File: src/acp_pkg.sv
// acp_pkg: shared constants and types for the ata card host port
// assumes a single 50 mhz core clock; card pins are sampled through synchronisers
package acp_pkg;
   // ---------------------------------------------------------------
   // clock and timing
   // ---------------------------------------------------------------
   localparam int unsigned CLK_MHZ = 50;
   localparam int unsigned SETUP_NS = 80;
   localparam int unsigned STROBE_NS = 300;
   localparam int unsigned HOLD_NS = 40;
   localparam int unsigned RESET_NS = 25000;
   localparam int unsigned SETUP_CYC = (SETUP_NS * CLK_MHZ + 999) / 1000;
   localparam int unsigned STROBE_CYC = (STROBE_NS * CLK_MHZ + 999) / 1000;
   localparam int unsigned HOLD_CYC = (HOLD_NS * CLK_MHZ + 999) / 1000;
   localparam int unsigned RESET_CYC = (RESET_NS * CLK_MHZ + 999) / 1000;
   localparam int unsigned CNT_W = 11;

   // ---------------------------------------------------------------
   // widths and reset values
   // ---------------------------------------------------------------
   localparam int unsigned DATA_W = 16;
   localparam int unsigned BYTE_W = 8;
   localparam int unsigned ADDR_W = 3;
   localparam logic [7:0] BYTE_HI_RST = 8'h00;

   typedef enum logic [4:0]
   {
      ACP_IDLE = 5'b0_0001,
      ACP_SETUP = 5'b0_0010,
      ACP_STROBE = 5'b0_0100,
      ACP_HOLD = 5'b0_1000,
      ACP_RESET = 5'b1_0000
   } acp_state_t;
endpackage : acp_pkg

File: src/acp_pins_if.sv
// acp_pins_if: synchronised card status levels passed from the pin sampler to the core
// assumes both ends run on core_clk
interface acp_pins_if;
   logic irq;
   logic ready;
   logic present;
   logic [15:0] rd_data;

   modport sampler
   (
      output irq,
      output ready,
      output present,
      output rd_data
   );
   modport core
   (
      input irq,
      input ready,
      input present,
      input rd_data
   );
endinterface : acp_pins_if

File: src/acp_host_port.sv
// acp_host_port: pin-level engine that operates an ata card in register-addressed mode
// assumes user requests on core_clk; card pins pass acp_sync; data pins are split into three signals
// How it works
// - card_task_select_n goes low for task-file accesses and stays high otherwise.
// - card_aux_select_n is a second chip select, low when asserted and high when negated.
// - the three register address outputs carry bits 0 to 2 of the requested card register.
// - register accesses use only data bits 7:0 while bulk transfers use the full 16 bits.
// - a high level on card_irq means a card interrupt is pending.
// - card_io_ready high means ready, and an undriven line reads as ready.
// - both card detect inputs low means a card is present.
// - the card is reset by driving card_hw_reset_n low, which is otherwise held high.
// - card_read_strobe_n goes low for each read cycle and is high between reads.
// - card_write_strobe_n goes low for each write cycle and is high between writes.
// - names ending in _n are asserted low and all other signals are asserted high.
module acp_host_port
   import acp_pkg::*;
(
   input wire logic core_clk,
   input wire logic rst,
   input wire logic req_valid,
   input wire logic req_write,
   input wire logic req_aux,
   input wire logic req_bulk,
   input wire logic [2:0] req_addr,
   input wire logic [15:0] req_wdata,
   input wire logic reset_req,
   output logic req_ready,
   output logic rsp_valid,
   output logic [15:0] rsp_rdata,
   output logic card_irq_pending,
   output logic card_present,
   output logic card_task_select_n,
   output logic card_aux_select_n,
   output logic card_reg_addr_2,
   output logic card_reg_addr_1,
   output logic card_reg_addr_0,
   output logic card_read_strobe_n,
   output logic card_write_strobe_n,
   output logic card_hw_reset_n,
   input wire logic [7:0] card_data_lo_in,
   input wire logic [7:0] card_data_hi_in,
   output logic [7:0] card_data_lo_out,
   output logic [7:0] card_data_hi_out,
   output logic card_data_lo_oe,
   output logic card_data_hi_oe,
   input wire logic card_irq,
   input wire logic card_io_ready,
   input wire logic card_detect_a_n,
   input wire logic card_detect_b_n
);
   import acp_pkg::*;

   acp_pins_if pins ();

   acp_sync u_sync
   (
      .core_clk(core_clk),
      .rst(rst),
      .card_irq(card_irq),
      .card_io_ready(card_io_ready),
      .card_detect_a_n(card_detect_a_n),
      .card_detect_b_n(card_detect_b_n),
      .data_in({card_data_hi_in, card_data_lo_in}),
      .pins(pins.sampler)
   );

   acp_state_t state_r;
   logic [CNT_W-1:0] cnt_r;
   logic write_r;
   logic bulk_r;
   logic cnt_done;
   logic take;

   assign cnt_done = (cnt_r == '0);

   // ---------------------------------------------------------------
   // access sequencer
   // ---------------------------------------------------------------
   // the strobe stretches while the card holds io ready low, so slow cards are waited on
   always_ff @(posedge core_clk or posedge rst)
   begin
      if (rst)
      begin
         state_r <= ACP_RESET;
         cnt_r <= CNT_W'(RESET_CYC);
      end
      else
      begin
         case (state_r)
            ACP_IDLE:
            begin
               if (reset_req)
               begin
                  state_r <= ACP_RESET;
                  cnt_r <= CNT_W'(RESET_CYC);
               end
               else if (req_valid)
               begin
                  state_r <= ACP_SETUP;
                  cnt_r <= CNT_W'(SETUP_CYC - 1);
               end
            end
            ACP_SETUP:
            begin
               if (cnt_done)
               begin
                  state_r <= ACP_STROBE;
                  cnt_r <= CNT_W'(STROBE_CYC - 1);
               end
               else
                  cnt_r <= cnt_r - 1'b1;
            end
            ACP_STROBE:
            begin
               if (!cnt_done)
                  cnt_r <= cnt_r - 1'b1;
               else if (pins.ready)
               begin
                  state_r <= ACP_HOLD;
                  cnt_r <= CNT_W'(HOLD_CYC - 1);
               end
            end
            ACP_HOLD:
            begin
               if (cnt_done)
                  state_r <= ACP_IDLE;
               else
                  cnt_r <= cnt_r - 1'b1;
            end
            ACP_RESET:
            begin
               if (cnt_done)
                  state_r <= ACP_IDLE;
               else
                  cnt_r <= cnt_r - 1'b1;
            end
            default:
            begin
               state_r <= ACP_IDLE;
               cnt_r <= '0;
            end
         endcase
      end
   end

   // ---------------------------------------------------------------
   // request capture: address, selects and data held for the whole access
   // ---------------------------------------------------------------
   assign take = (state_r == ACP_IDLE) && req_valid && !reset_req;

   always_ff @(posedge core_clk or posedge rst)
   begin
      if (rst)
      begin
         write_r <= 1'b0;
         bulk_r <= 1'b0;
         card_reg_addr_2 <= 1'b0;
         card_reg_addr_1 <= 1'b0;
         card_reg_addr_0 <= 1'b0;
         card_data_lo_out <= 8'h00;
         card_data_hi_out <= BYTE_HI_RST;
      end
      else if (take)
      begin
         write_r <= req_write;
         bulk_r <= req_bulk;
         card_reg_addr_2 <= req_addr[2];
         card_reg_addr_1 <= req_addr[1];
         card_reg_addr_0 <= req_addr[0];
         card_data_lo_out <= req_wdata[7:0];
         card_data_hi_out <= req_bulk ? req_wdata[15:8] : BYTE_HI_RST;
      end
   end

   // selects fall back high in idle so the card never sees a stale select between accesses
   always_ff @(posedge core_clk or posedge rst)
   begin
      if (rst)
      begin
         card_task_select_n <= 1'b1;
         card_aux_select_n <= 1'b1;
      end
      else if (take)
      begin
         card_task_select_n <= req_aux;
         card_aux_select_n <= ~req_aux;
      end
      else if (state_r == ACP_IDLE)
      begin
         card_task_select_n <= 1'b1;
         card_aux_select_n <= 1'b1;
      end
   end

   // ---------------------------------------------------------------
   // phase decode shared by the strobe and data enable logic
   // ---------------------------------------------------------------
   // a strobe is low from the last setup cycle until the card is ready after the minimum width
   function automatic logic strobe_phase
   (
      input acp_state_t st,
      input logic done,
      input logic ready
   );
      return (st == ACP_SETUP && done) || (st == ACP_STROBE && !(done && ready));
   endfunction : strobe_phase

   // the bus is driven from setup to the last hold cycle so data settles around both strobe edges
   function automatic logic drive_phase
   (
      input acp_state_t st,
      input logic done
   );
      return st == ACP_SETUP || st == ACP_STROBE || (st == ACP_HOLD && !done);
   endfunction : drive_phase

   // ---------------------------------------------------------------
   // read and write strobes
   // ---------------------------------------------------------------
   always_ff @(posedge core_clk or posedge rst)
   begin
      if (rst)
      begin
         card_read_strobe_n <= 1'b1;
         card_write_strobe_n <= 1'b1;
      end
      else
      begin
         card_read_strobe_n <= !(strobe_phase(state_r, cnt_done, pins.ready) && !write_r);
         card_write_strobe_n <= !(strobe_phase(state_r, cnt_done, pins.ready) && write_r);
      end
   end

   // ---------------------------------------------------------------
   // data bus enables
   // ---------------------------------------------------------------
   // a read leaves both byte lanes to the card
   always_ff @(posedge core_clk or posedge rst)
   begin
      if (rst)
      begin
         card_data_lo_oe <= 1'b0;
         card_data_hi_oe <= 1'b0;
      end
      else
      begin
         card_data_lo_oe <= write_r && drive_phase(state_r, cnt_done);
         card_data_hi_oe <= write_r && bulk_r && drive_phase(state_r, cnt_done);
      end
   end

   // ---------------------------------------------------------------
   // card hardware reset
   // ---------------------------------------------------------------
   // the pin falls on the request edge itself, in step with the sequencer entering its reset phase
   always_ff @(posedge core_clk or posedge rst)
   begin
      if (rst)
         card_hw_reset_n <= 1'b0;
      else
         card_hw_reset_n <= !(state_r == ACP_RESET && !cnt_done) && !(state_r == ACP_IDLE && reset_req);
   end

   // ---------------------------------------------------------------
   // user side handshake
   // ---------------------------------------------------------------
   // req_ready is advisory: it drops as soon as a request or reset is seen, on the same edge that idle is left
   always_ff @(posedge core_clk or posedge rst)
   begin
      if (rst)
      begin
         req_ready <= 1'b0;
         rsp_valid <= 1'b0;
      end
      else
      begin
         req_ready <= (state_r == ACP_IDLE) && !req_valid && !reset_req;
         rsp_valid <= (state_r == ACP_HOLD) && cnt_done;
      end
   end

   // read data is taken at the end of hold; the two hold cycles are shorter than the four-cycle synchroniser delay, so the level seen is from the strobe
   always_ff @(posedge core_clk or posedge rst)
   begin
      if (rst)
         rsp_rdata <= 16'h0000;
      else if (state_r == ACP_HOLD && cnt_done && !write_r)
         rsp_rdata <= bulk_r ? pins.rd_data : {8'h00, pins.rd_data[7:0]};
   end

   // ---------------------------------------------------------------
   // card status
   // ---------------------------------------------------------------
   always_ff @(posedge core_clk or posedge rst)
   begin
      if (rst)
      begin
         card_irq_pending <= 1'b0;
         card_present <= 1'b0;
      end
      else
      begin
         card_irq_pending <= pins.irq;
         card_present <= pins.present;
      end
   end
endmodule : acp_host_port

File: src/acp_sync.sv
// acp_sync: three-stage sampling of the card input pins
// assumes pins are asynchronous to core_clk; a level is taken once stages two and three agree
module acp_sync
   import acp_pkg::*;
(
   input wire logic core_clk,
   input wire logic rst,
   input wire logic card_irq,
   input wire logic card_io_ready,
   input wire logic card_detect_a_n,
   input wire logic card_detect_b_n,
   input wire logic [15:0] data_in,
   acp_pins_if.sampler pins
);
   localparam int unsigned N = 20;
   // pin levels with no card: ready and both detects high; every stage starts there so reset shows no false edge
   localparam logic [N-1:0] IDLE_LVL = 20'h7_0000;

   logic [N-1:0] raw;
   logic [N-1:0] s1_r;
   logic [N-1:0] s2_r;
   logic [N-1:0] s3_r;
   logic [N-1:0] lvl_r;

   assign raw = {card_irq, card_io_ready, card_detect_a_n, card_detect_b_n, data_in};

   // ---------------------------------------------------------------
   // synchroniser chain
   // ---------------------------------------------------------------
   always_ff @(posedge core_clk or posedge rst)
   begin
      if (rst)
      begin
         s1_r <= IDLE_LVL;
         s2_r <= IDLE_LVL;
         s3_r <= IDLE_LVL;
      end
      else
      begin
         s1_r <= raw;
         s2_r <= s1_r;
         s3_r <= s2_r;
      end
   end

   // a level is taken only once stages two and three agree
   genvar g;
   generate
      for (g = 0; g < N; g++)
      begin : g_lvl
         always_ff @(posedge core_clk or posedge rst)
         begin
            if (rst)
               lvl_r[g] <= IDLE_LVL[g];
            else if (s2_r[g] == s3_r[g])
               lvl_r[g] <= s3_r[g];
         end
      end
   endgenerate

   assign pins.irq = lvl_r[19];
   assign pins.ready = lvl_r[18];
   assign pins.present = ~lvl_r[17] & ~lvl_r[16];
   assign pins.rd_data = lvl_r[15:0];
endmodule : acp_sync
File: config.mk
export PLATFORM = sky130hd
export DESIGN_NAME = acp_host_port
export DESIGN_NICKNAME = d
export VERILOG_FILES = /design/src/acp_pkg.sv /design/src/acp_pins_if.sv /design/src/acp_host_port.sv /design/src/acp_sync.sv
export SDC_FILE = /design/constraint.sdc
export NUM_CORES = 1
export LEC_CHECK = 0
export BUFFER_PORTS_ARGS = -buffer_cell sky130_fd_sc_hd__buf_4
export CAP_MARGIN = 10
export CORE_UTILIZATION = 55
export CTS_CLUSTER_DIAMETER = 30
export DETAILED_ROUTE_END_ITERATION = 16
export PLACE_DENSITY = 0.79
export SETUP_SLACK_MARGIN = 0.15
export SLEW_MARGIN = 10
export SYNTH_ARGS = -nofsm -noshare
export SYNTH_HDL_FRONTEND = slang
export SYNTH_SLANG_ARGS = --single-unit
export TNS_END_PERCENT = 10
File: constraint.sdc
create_clock -name core_clk -period 5.25 [get_ports core_clk]
set_input_delay 0.525 -clock core_clk [delete_from_list [all_inputs] [get_ports core_clk]]
set_output_delay 0.525 -clock core_clk [all_outputs]
set_load 0.005 [all_outputs]
# Word level (Yosys, flattened, before mapping)

Index checks and enable logic that the tools add are counted.

$add $sub $neg: 1
Equality and inequality tests: 32
Mux-type cells: 19
Bitwise logic cells: 4
Reductions and logical operators: 35

Operator list:

| kind                  | count |
|---|---|
| $mux 11               | 6 |
| $pmux 11 s4           | 1 |
| $mux 5                | 6 |
| $eq 1x1->1            | 20 |
| $pmux 5 s4            | 1 |
| $logic_and 1x1->1     | 18 |
| $mux 16               | 1 |
| $logic_not 11->1      | 1 |
| $sub 11x1->11 const B | 1 |
| $logic_not 1->1       | 9 |
| $mux 8                | 1 |
| $ne 2x2->1 const B    | 3 |
| $eq 5x1->1 const B    | 1 |
| $eq 5x2->1 const B    | 1 |
| $eq 5x3->1 const B    | 1 |
| $eq 5x4->1 const B    | 1 |
| $eq 5x5->1 const B    | 1 |
| $reduce_and 5->1      | 1 |
| $ne 2x1->1 const B    | 2 |
| $logic_or 1x1->1      | 3 |
| $mux 1                | 3 |
| $ne 3x2->1 const B    | 1 |
| $ne 3x3->1 const B    | 1 |
| $not 1->1             | 3 |
| other kinds (4)       | 4 |

Bits in registers: 144
Input bits: 46
Output and inout port bits: 46
Word-level logic and storage cells: 135

# Logic depth before layout (Yosys ltp)

Gate-level depths: netlist of run 1.

Depth after elaboration: 7
Depth in mapped cells: 9
Mapped depth without buffers: 7

# By module

From an unflattened synthesis of run 1, not the netlist that was laid out.

Cells, all modules: 388
Area total of the unflattened synthesis: 5273.8 µm²

Modules (own cells, without submodules):

| module        | instances | cells an instance | area each (µm²) | seq. area each (µm²) |
|---|---|---|---|---|
| acp_host_port | 1         | 270               | 2904.0          | 1614.0 |
| acp_sync      | 1         | 118               | 2369.8          | 2016.9 |

# Worst setup path after synthesis of run 1

No wires, ideal clock.

Kind: flip-flop to flip-flop
Start point: register cnt_r[0]
End point: register rsp_rdata[0]
Setup time: 127 ps
Data arrival time: 1924 ps
Required time: 5123 ps
Path slack: 3199 ps
Cell stages (with the launch flop): 8
Buffers on the path: 1
Period minus slack after synthesis: 2051 ps
Path through: dfrtp_1 -> inv_1 -> ha_1 -> nor4b_4 -> nand3_4 -> nor4_4 -> buf_6 -> mux2_1

Cells in the longest elaborated chain, start to end: 3

Ends and longest elaborated chain:

| what                            | RTL line             | source |
|---|---|---|
| from (decl)                     | acp_host_port.sv:68  | `logic [CNT_W-1:0] cnt_r;` |
| from (signal assigned)          | acp_host_port.sv:85  | `cnt_r <= CNT_W'(RESET_CYC);` |
| from (signal assigned)          | acp_host_port.sv:95  | `cnt_r <= CNT_W'(RESET_CYC);` |
| from (signal assigned)          | acp_host_port.sv:100 | `cnt_r <= CNT_W'(SETUP_CYC - 1);` |
| $logic_not 11->1                | acp_host_port.sv:74  | `assign cnt_done = (cnt_r == '0);` |
| $logic_and 1x1->1 (2 in series) | acp_host_port.sv:287 | `else if (state_r == ACP_HOLD && cnt_done && !write_r)` |
| to (signal assigned)            | acp_host_port.sv:288 | `rsp_rdata <= bulk_r ? pins.rd_data : {8'h00, pins.rd_data[7:0]};` |
| to (decl)                       | acp_host_port.sv:29  | `output logic [15:0] rsp_rdata,` |

No other way between the ends.
A chain may end at the register's enable or synchronous reset.

# Worst setup path after layout of run 1

Start point: register state_r[0]
End point: register card_reg_addr_2

Cells in the longest elaborated chain, start to end: 3

Ends and longest elaborated chain:

| what                            | RTL line             | source |
|---|---|---|
| from (decl)                     | acp_host_port.sv:67  | `acp_state_t state_r;` |
| from (signal assigned)          | acp_host_port.sv:84  | `state_r <= ACP_RESET;` |
| from (signal assigned)          | acp_host_port.sv:94  | `state_r <= ACP_RESET;` |
| from (signal assigned)          | acp_host_port.sv:99  | `state_r <= ACP_SETUP;` |
| $eq 5x1->1                      | acp_host_port.sv:149 | `assign take = (state_r == ACP_IDLE) && req_valid && !reset_req;` |
| $logic_and 1x1->1 (2 in series) | acp_host_port.sv:149 |  |
| to (signal assigned)            | acp_host_port.sv:167 | `card_reg_addr_2 <= req_addr[2];` |
| to (decl)                       | acp_host_port.sv:34  | `output logic card_reg_addr_2,` |

No other way between the ends.

==> results of run 1 <==
==> metrics by stage <==
step | setup WS [ns] | hold slack (ns) | utilization
floorplan | 0.895 | 0.331 | -
global placement | 2.83 | 0.332 | 0.653
detailed placement | 2.77 | 0.335 | 0.653
CTS | 2.75 | 0.0870 | 0.719
global route | 2.51 | 0.0737 | 0.719
finish | 2.75 | 0.109 | 0.719
==> cell usage in the layout, fill, tap and decap left out, drive strengths merged, types with 4 or more instances in the layout <==
cell / instances
nand2: 26
inv: 21
dfstp: 22
nand3: 11
nor3: 11
maj3: 20
dfrtp: 122
or3: 5
nor4: 6
clkinv: 4
o21ai: 31
clkbuf: 19
buf: 93
nor2: 18
mux2: 23
a21oi: 4
==> how the worst max path moves through the flow <==
stage                     startpoint               to  slack (ns)  cells after the start
after CTS                 state_r[0]  card_reg_addr_2        2.75                      4
after global routing      state_r[0]  card_reg_addr_2        2.51                      4
final                     state_r[0]  card_reg_addr_2        2.75                      4
after global placement     reset_req  card_reg_addr_1        2.83                      5
after detailed placement  state_r[0]  card_reg_addr_2        2.77                      4
after floorplan                  rst           bulk_r        0.90                      1
==> power groups by stage <==
stage	clock network (µW)	logic, µW	registers [µW]
3_3_place_gp	0	773	1490
5_1_grt	1300	888	1510
4_1_cts	1250	804	1480
2_1_floorplan	0	585	1430
3_5_place_dp	0	796	1490
6_report	1230	798	1480
==> synth_stat cells, types with 3 or more instances <==
| cell | n |
|---|---|
| mux2_1 | 4 |
| nand2_1 | 26 |
| nor2_1 | 18 |
| a31oi_1 | 3 |
| o21ai_0 | 31 |
| buf_2 | 7 |
| mux2_2 | 19 |
| or3_1 | 3 |
| nand3_1 | 10 |
| a21oi_1 | 4 |
| o221ai_1 | 3 |
| maj3_1 | 20 |
| nor4_1 | 5 |
| inv_1 | 16 |
| nor2b_1 | 3 |
| dfrtp_1 | 122 |
| clkbuf_1 | 6 |
| and2_1 | 3 |
| a22o_1 | 3 |
| dfstp_2 | 22 |
| nor3_1 | 9 |
==> routing by layer <==
layer | vias to the layer above | part of all wire | global-route usage
met3 | 13 | 0.040 | 0.0703
met1 | 1699 | 0.40 | 0.278
met5 | - | 0 | 0
met4 | 0 | 0.012 | 0.0758
li1 | 1551 | - | -
met2 | 75 | 0.55 | 0.380
==> worst register-to-register path: stages, from the launching register on <==
cell	delay (ns)
dfrtp_1	0.64
or3b_1	0.41
nor2_1	0.18
nand2_1	0.63
mux2_2	0.54
==> kinds of logic after synthesis <==
family / share of synthesized area
xor+xnor: 0.00497
flops: 0.687
compound gates: 0.0819
mux: 0.0490
buf+inv: 0.0296
fa+ha+maj: 0.0426
simple gates: 0.105
==> registers in the layout (all words and copies together) (netlist names), 2 cells and up <==
register,flops
u_sync.s1_r,20
u_sync.s2_r,20
u_sync.s3_r,20
rsp_rdata,16
u_sync.pins.rd_data,16
cnt_r,11
card_data_hi_out,8
card_data_lo_out,8
state_r,5
u_sync.lvl_r,2
==> cell type report <==
class	instances	area [µm²]	share of cell area
inverters	17	70.1	0.0105
multi-input cells	209	1500	0.225
well taps	129	161	0.0242
clock inverters	13	174	0.0260
repair buffers	93	698	0.105
clock buffers	19	442	0.0662
flip-flops and latches	144	3630	0.544
==> impl_metrics.tcl, run 1 <==
set metrics [dict create \
    outcome "finished, final reports clean" \
    ios 92 \
    syn_nets 435 \
    slew_viol_final 0 \
    ctsHoldBuffers 0 \
    crit_chain "or3b_1 > nor2_1 > nand2_1 > mux2_2" \
    leakage_uw 0.00307 \
    vias 3338 \
    worst_path_max_delay_cell "dfrtp_1" \
    num_antenna_cells 0 \
    fin_nets 530 \
    ys_warn_count 0 \
    path_buf_inv 0 \
    cpLargestDelayFamily "simple AND/OR/NAND/NOR gates" \
    synthCells 387 \
    grt_pass1_wl_um 16900 \
    drt_iter0_drc 174 \
    fin_area_um2 6680 \
    numCtsBuffers 17 \
    io_buffers 91 \
    max_stage_delay_ns 0.64 \
    stdcell_count 624 \
    final_layout_size_suffix_gt1_frac 0.364 \
    tns_ns 0 \
    maxCapViolCount 0 \
    grtUsageTotal 0.225 \
    p_comb_frac 0.228 \
    antenna_found_initial 0 \
    min_period_ns 2.50 \
    dieArea_um2 10000 \
    synth_top_area_share 0.577 \
    netSwitchingPower_uw 1050 \
    peakVddDrop_uv 434 \
    htree_levels 4 \
    core_area_um2 9280 \
    drcViolationCount 0 \
    dp_cells 592 \
    syn_area_per_cell_um2 13.7 \
    r2r.worst_path.cells 4 \
    worstReg2RegStart "state_r[0]" \
    rows 35 \
    hold_class "in2reg" \
    r2r_setup_slack_ns 2.75 \
    grt_max_degree 99 \
    fmax_mhz 399 \
    post_cts_resized 0 \
    seq_area_frac_synth 0.687 \
    crit_type "reg2reg" \
    async_flop_share 1.00 \
    rsz0062_at_grt "false" \
    hp-start "card_detect_a_n" \
    clkTransAtPathRegs_ns 0.06 \
    clockPowerShare 0.350 \
    min_to "u_sync.s1_r[17]" \
    synthTopCellsByArea "dfrtp_1, dfstp_2, mux2_2" \
    avgRoutedWirePerCell_um 16.2 \
    ys_ff_latch 144 \
    drt_wl_total_um 10100 \
    die_y_um 100 \
    critPathRequiredTime_ns 5.65 \
    syn_to_final_growth_pct 26.3 \
    synth_top_area_cell "dfrtp_1" \
    setup_viol 0 \
    place.gp.congestion 0.833 \
    relSlewSlack 0.311 \
    viasPerCell 5.35 \
    syn_area_um2 5290 \
    postCtsSetupBuffers 0 \
    timing.rr.end "card_reg_addr_2" \
    power.share.switching 0.299 \
    power_density_nw_per_um2 525 \
    holdPathStages 1 \
    power_frac_seq 0.423 \
    dp_hpwl_um 6340 \
    ant_nets 0 \
    critPathMaxFanout 31 \
    insertion_delay_ns 0.52 \
    worst_setup_path_end_kind "flop" \
    first_global_vias 3405 \
    placed_area_um2 6060 \
    cts.sinks 144 \
    finClkSkew_ns 0.0129 \
    worst-slew-pin-transition_ns 1.03 \
    fillerInstances 636 \
    root_buffer "clkbuf_8" \
    grt-ovfl-total 0 \
    clockBufferDepth 2 \
    hold_viol 0 \
    dr.pass1.iters 4 \
    cts_tree "yes" \
    internal_power_uw 2460 \
    synth_edf_count 0 \
    synth.distinct_cells 57 \
    die_w_um 100 \
    start_kind "flop" \
    synth-main-ff-cell "dfrtp_1" \
    power_uw 3510 \
    start_util 0.570 \
    post-route-period-util 0.477 \
    worst_ep_arrival_time_ns 2.90 \
]
Note: power is estimated with default switching activity, not from simulation.
==> inputs of run 2 (changes only) <==
clock period = 2.55 ns   (was 5.25 ns; I/O delays follow)
==> impl_metrics.tcl, run 2 (synthesis gave the netlist of run 1 again) <==
set metrics [dict create \
    outcome "finished, final reports clean" \
    drcViolationCount 0 \
    hp-start "req_valid" \
    dieArea_um2 10000 \
    fmax_mhz 453 \
    hold_viol 0 \
    crit_type "reg2reg" \
    die_w_um 100 \
    cts.sinks 144 \
    ios 92 \
    worst_path_max_delay_cell "dlygate4sd3_1" \
    crit_chain "or3_4 > nor3_1 > buf_4 > nor2_1 > a31oi_1 > dlygate4sd3_1" \
    worst-slew-pin-transition_ns 0.779 \
    grtUsageTotal 0.247 \
    start_util 0.570 \
    p_comb_frac 0.253 \
    min_to "state_r[1]" \
    antenna_found_initial 0 \
    rows 35 \
    insertion_delay_ns 0.51 \
    avgRoutedWirePerCell_um 16.8 \
    r2r_setup_slack_ns 0.34 \
    slew_viol_final 0 \
    netSwitchingPower_uw 2310 \
    pre_cts_slack_ns 0.356 \
    final_common_cell "dfrtp_1" \
    power_density_nw_per_um2 1030 \
    ant_nets 0 \
    finClkSkew_ns 0.0110 \
    worst_ep_arrival_time_ns 2.65 \
    hold_class "in2reg" \
    drt_wl_total_um 11300 \
    leakage_uw 0.00327 \
    die_y_um 100 \
    io_buffers 91 \
    post_cts_resized 0 \
    power_frac_seq 0.414 \
    worst_slack_ns 0.341 \
    start_kind "flop" \
    viasPerCell 5.33 \
    fin_nets 578 \
    tns_ns 0 \
    stdcell_count 672 \
    grt-ovfl-total 0 \
    post-route-period-util 0.866 \
    r2r.worst_path.cells 6 \
    maxCapViolCount 0 \
    place.gp.congestion 0.890 \
    relSlewSlack 0.480 \
    num_antenna_cells 0 \
    dp_cells 598 \
    reg.largest.list "u_sync.s1_r (20), u_sync.s2_r (20), u_sync.s3_r (20)" \
    max_stage_delay_ns 0.58 \
    final_layout_size_suffix_gt1_frac 0.343 \
    fin_hold_ws_ns 0.0412 \
    core_area_um2 9280 \
    grt_max_degree 59 \
    clkTransAtPathRegs_ns 0.06 \
    critPathMaxFanout 16 \
    peakVddDrop_uv 602 \
    grt_pass1_wl_um 18600 \
    vias 3583 \
    dr.pass1.iters 4 \
    first_global_vias 3895 \
    worst_setup_path_end_kind "flop" \
    drt_iter0_drc 189 \
    timing.rr.end "card_aux_select_n" \
    power.share.switching 0.314 \
    dp_hpwl_um 6790 \
    rsz0062_at_grt "false" \
    setup_viol 0 \
    worstReg2RegStart "state_r[1]" \
    numCtsBuffers 17 \
    root_buffer "clkbuf_8" \
    critPathRequiredTime_ns 3.00 \
    min_period_ns 2.21 \
    htree_levels 4 \
    power_uw 7360 \
    clockPowerShare 0.333 \
    clockBufferDepth 2 \
    syn_to_final_growth_pct 35.2 \
    internal_power_uw 5050 \
    holdPathStages 3 \
    final_cell_mix "dfrtp_1, buf_4, dlygate4sd3_1, o21ai_0, nand2_1" \
    cts_tree "yes" \
]
run 2: power by group through the flow:
stage	sequential, µW	clock [µW]	combinational [µW]
after floorplan	2940	0	1200
after global placement	3040	0	1690
after detailed placement	3060	0	1740
after CTS	3030	2500	1810
after global routing	3090	2590	2040
final	3040	2450	1860
run 2: cell type report:
cell class	instances	area [µm²]
Sequential cell	144	3630
Clock buffer	18	418
Multi-Input combinational cell	209	1500
Clock inverter	14	171
Inverter	17	68.8
Tap cell	129	161
Timing Repair Buffer	141	1200
Fill cell	560	2130
run 2: metrics by stage:
| step | area, µm² | util |
|---|---|---|
| final | 7150 | 0.770 |
| after global routing | 7150 | 0.770 |
| after CTS | 7130 | 0.768 |
| after detailed placement | 6130 | 0.660 |
| after global placement | 6130 | 0.660 |
| after floorplan | 5290 | - |
run 2: repair_timing:
action	in CTS	in global routing
endpoints found under the hold margin	74	0
buffers inserted	0	1
setup endpoints to repair	0	1
hold buffers	41	0
run 2: worst max-delay path by stage:
stage | cells after the start | to | start
2_1_floorplan | 7 | rsp_rdata[0] | cnt_r[0]
6_report | 6 | card_aux_select_n | state_r[1]
3_5_place_dp | 7 | rsp_rdata[6] | cnt_r[0]
3_3_place_gp | 7 | cnt_r[8] | cnt_r[1]
5_1_grt | 6 | card_aux_select_n | state_r[1]
4_1_cts | 7 | rsp_rdata[6] | cnt_r[0]
run 2: worst max-delay path, delay by kind of cell (launching register included):
family	cells	cell delay (ns)
compound gates	1	0.13
buf+inv	2	0.76
flops	1	0.54
simple gates	3	0.71
run 2: layer usage:
| layer | routed length [µm] | vias to the layer above | share of wire | global-route usage |
|---|---|---|---|---|
| li1 | - | 1642 | - | - |
| met1 | 4710 | 1828 | 0.42 | 0.302 |
| met2 | 6000 | 93 | 0.53 | 0.414 |
| met3 | 345 | 20 | 0.031 | 0.0634 |
| met4 | 216 | 0 | 0.019 | 0.115 |
| met5 | 0 | - | 0 | 0 |
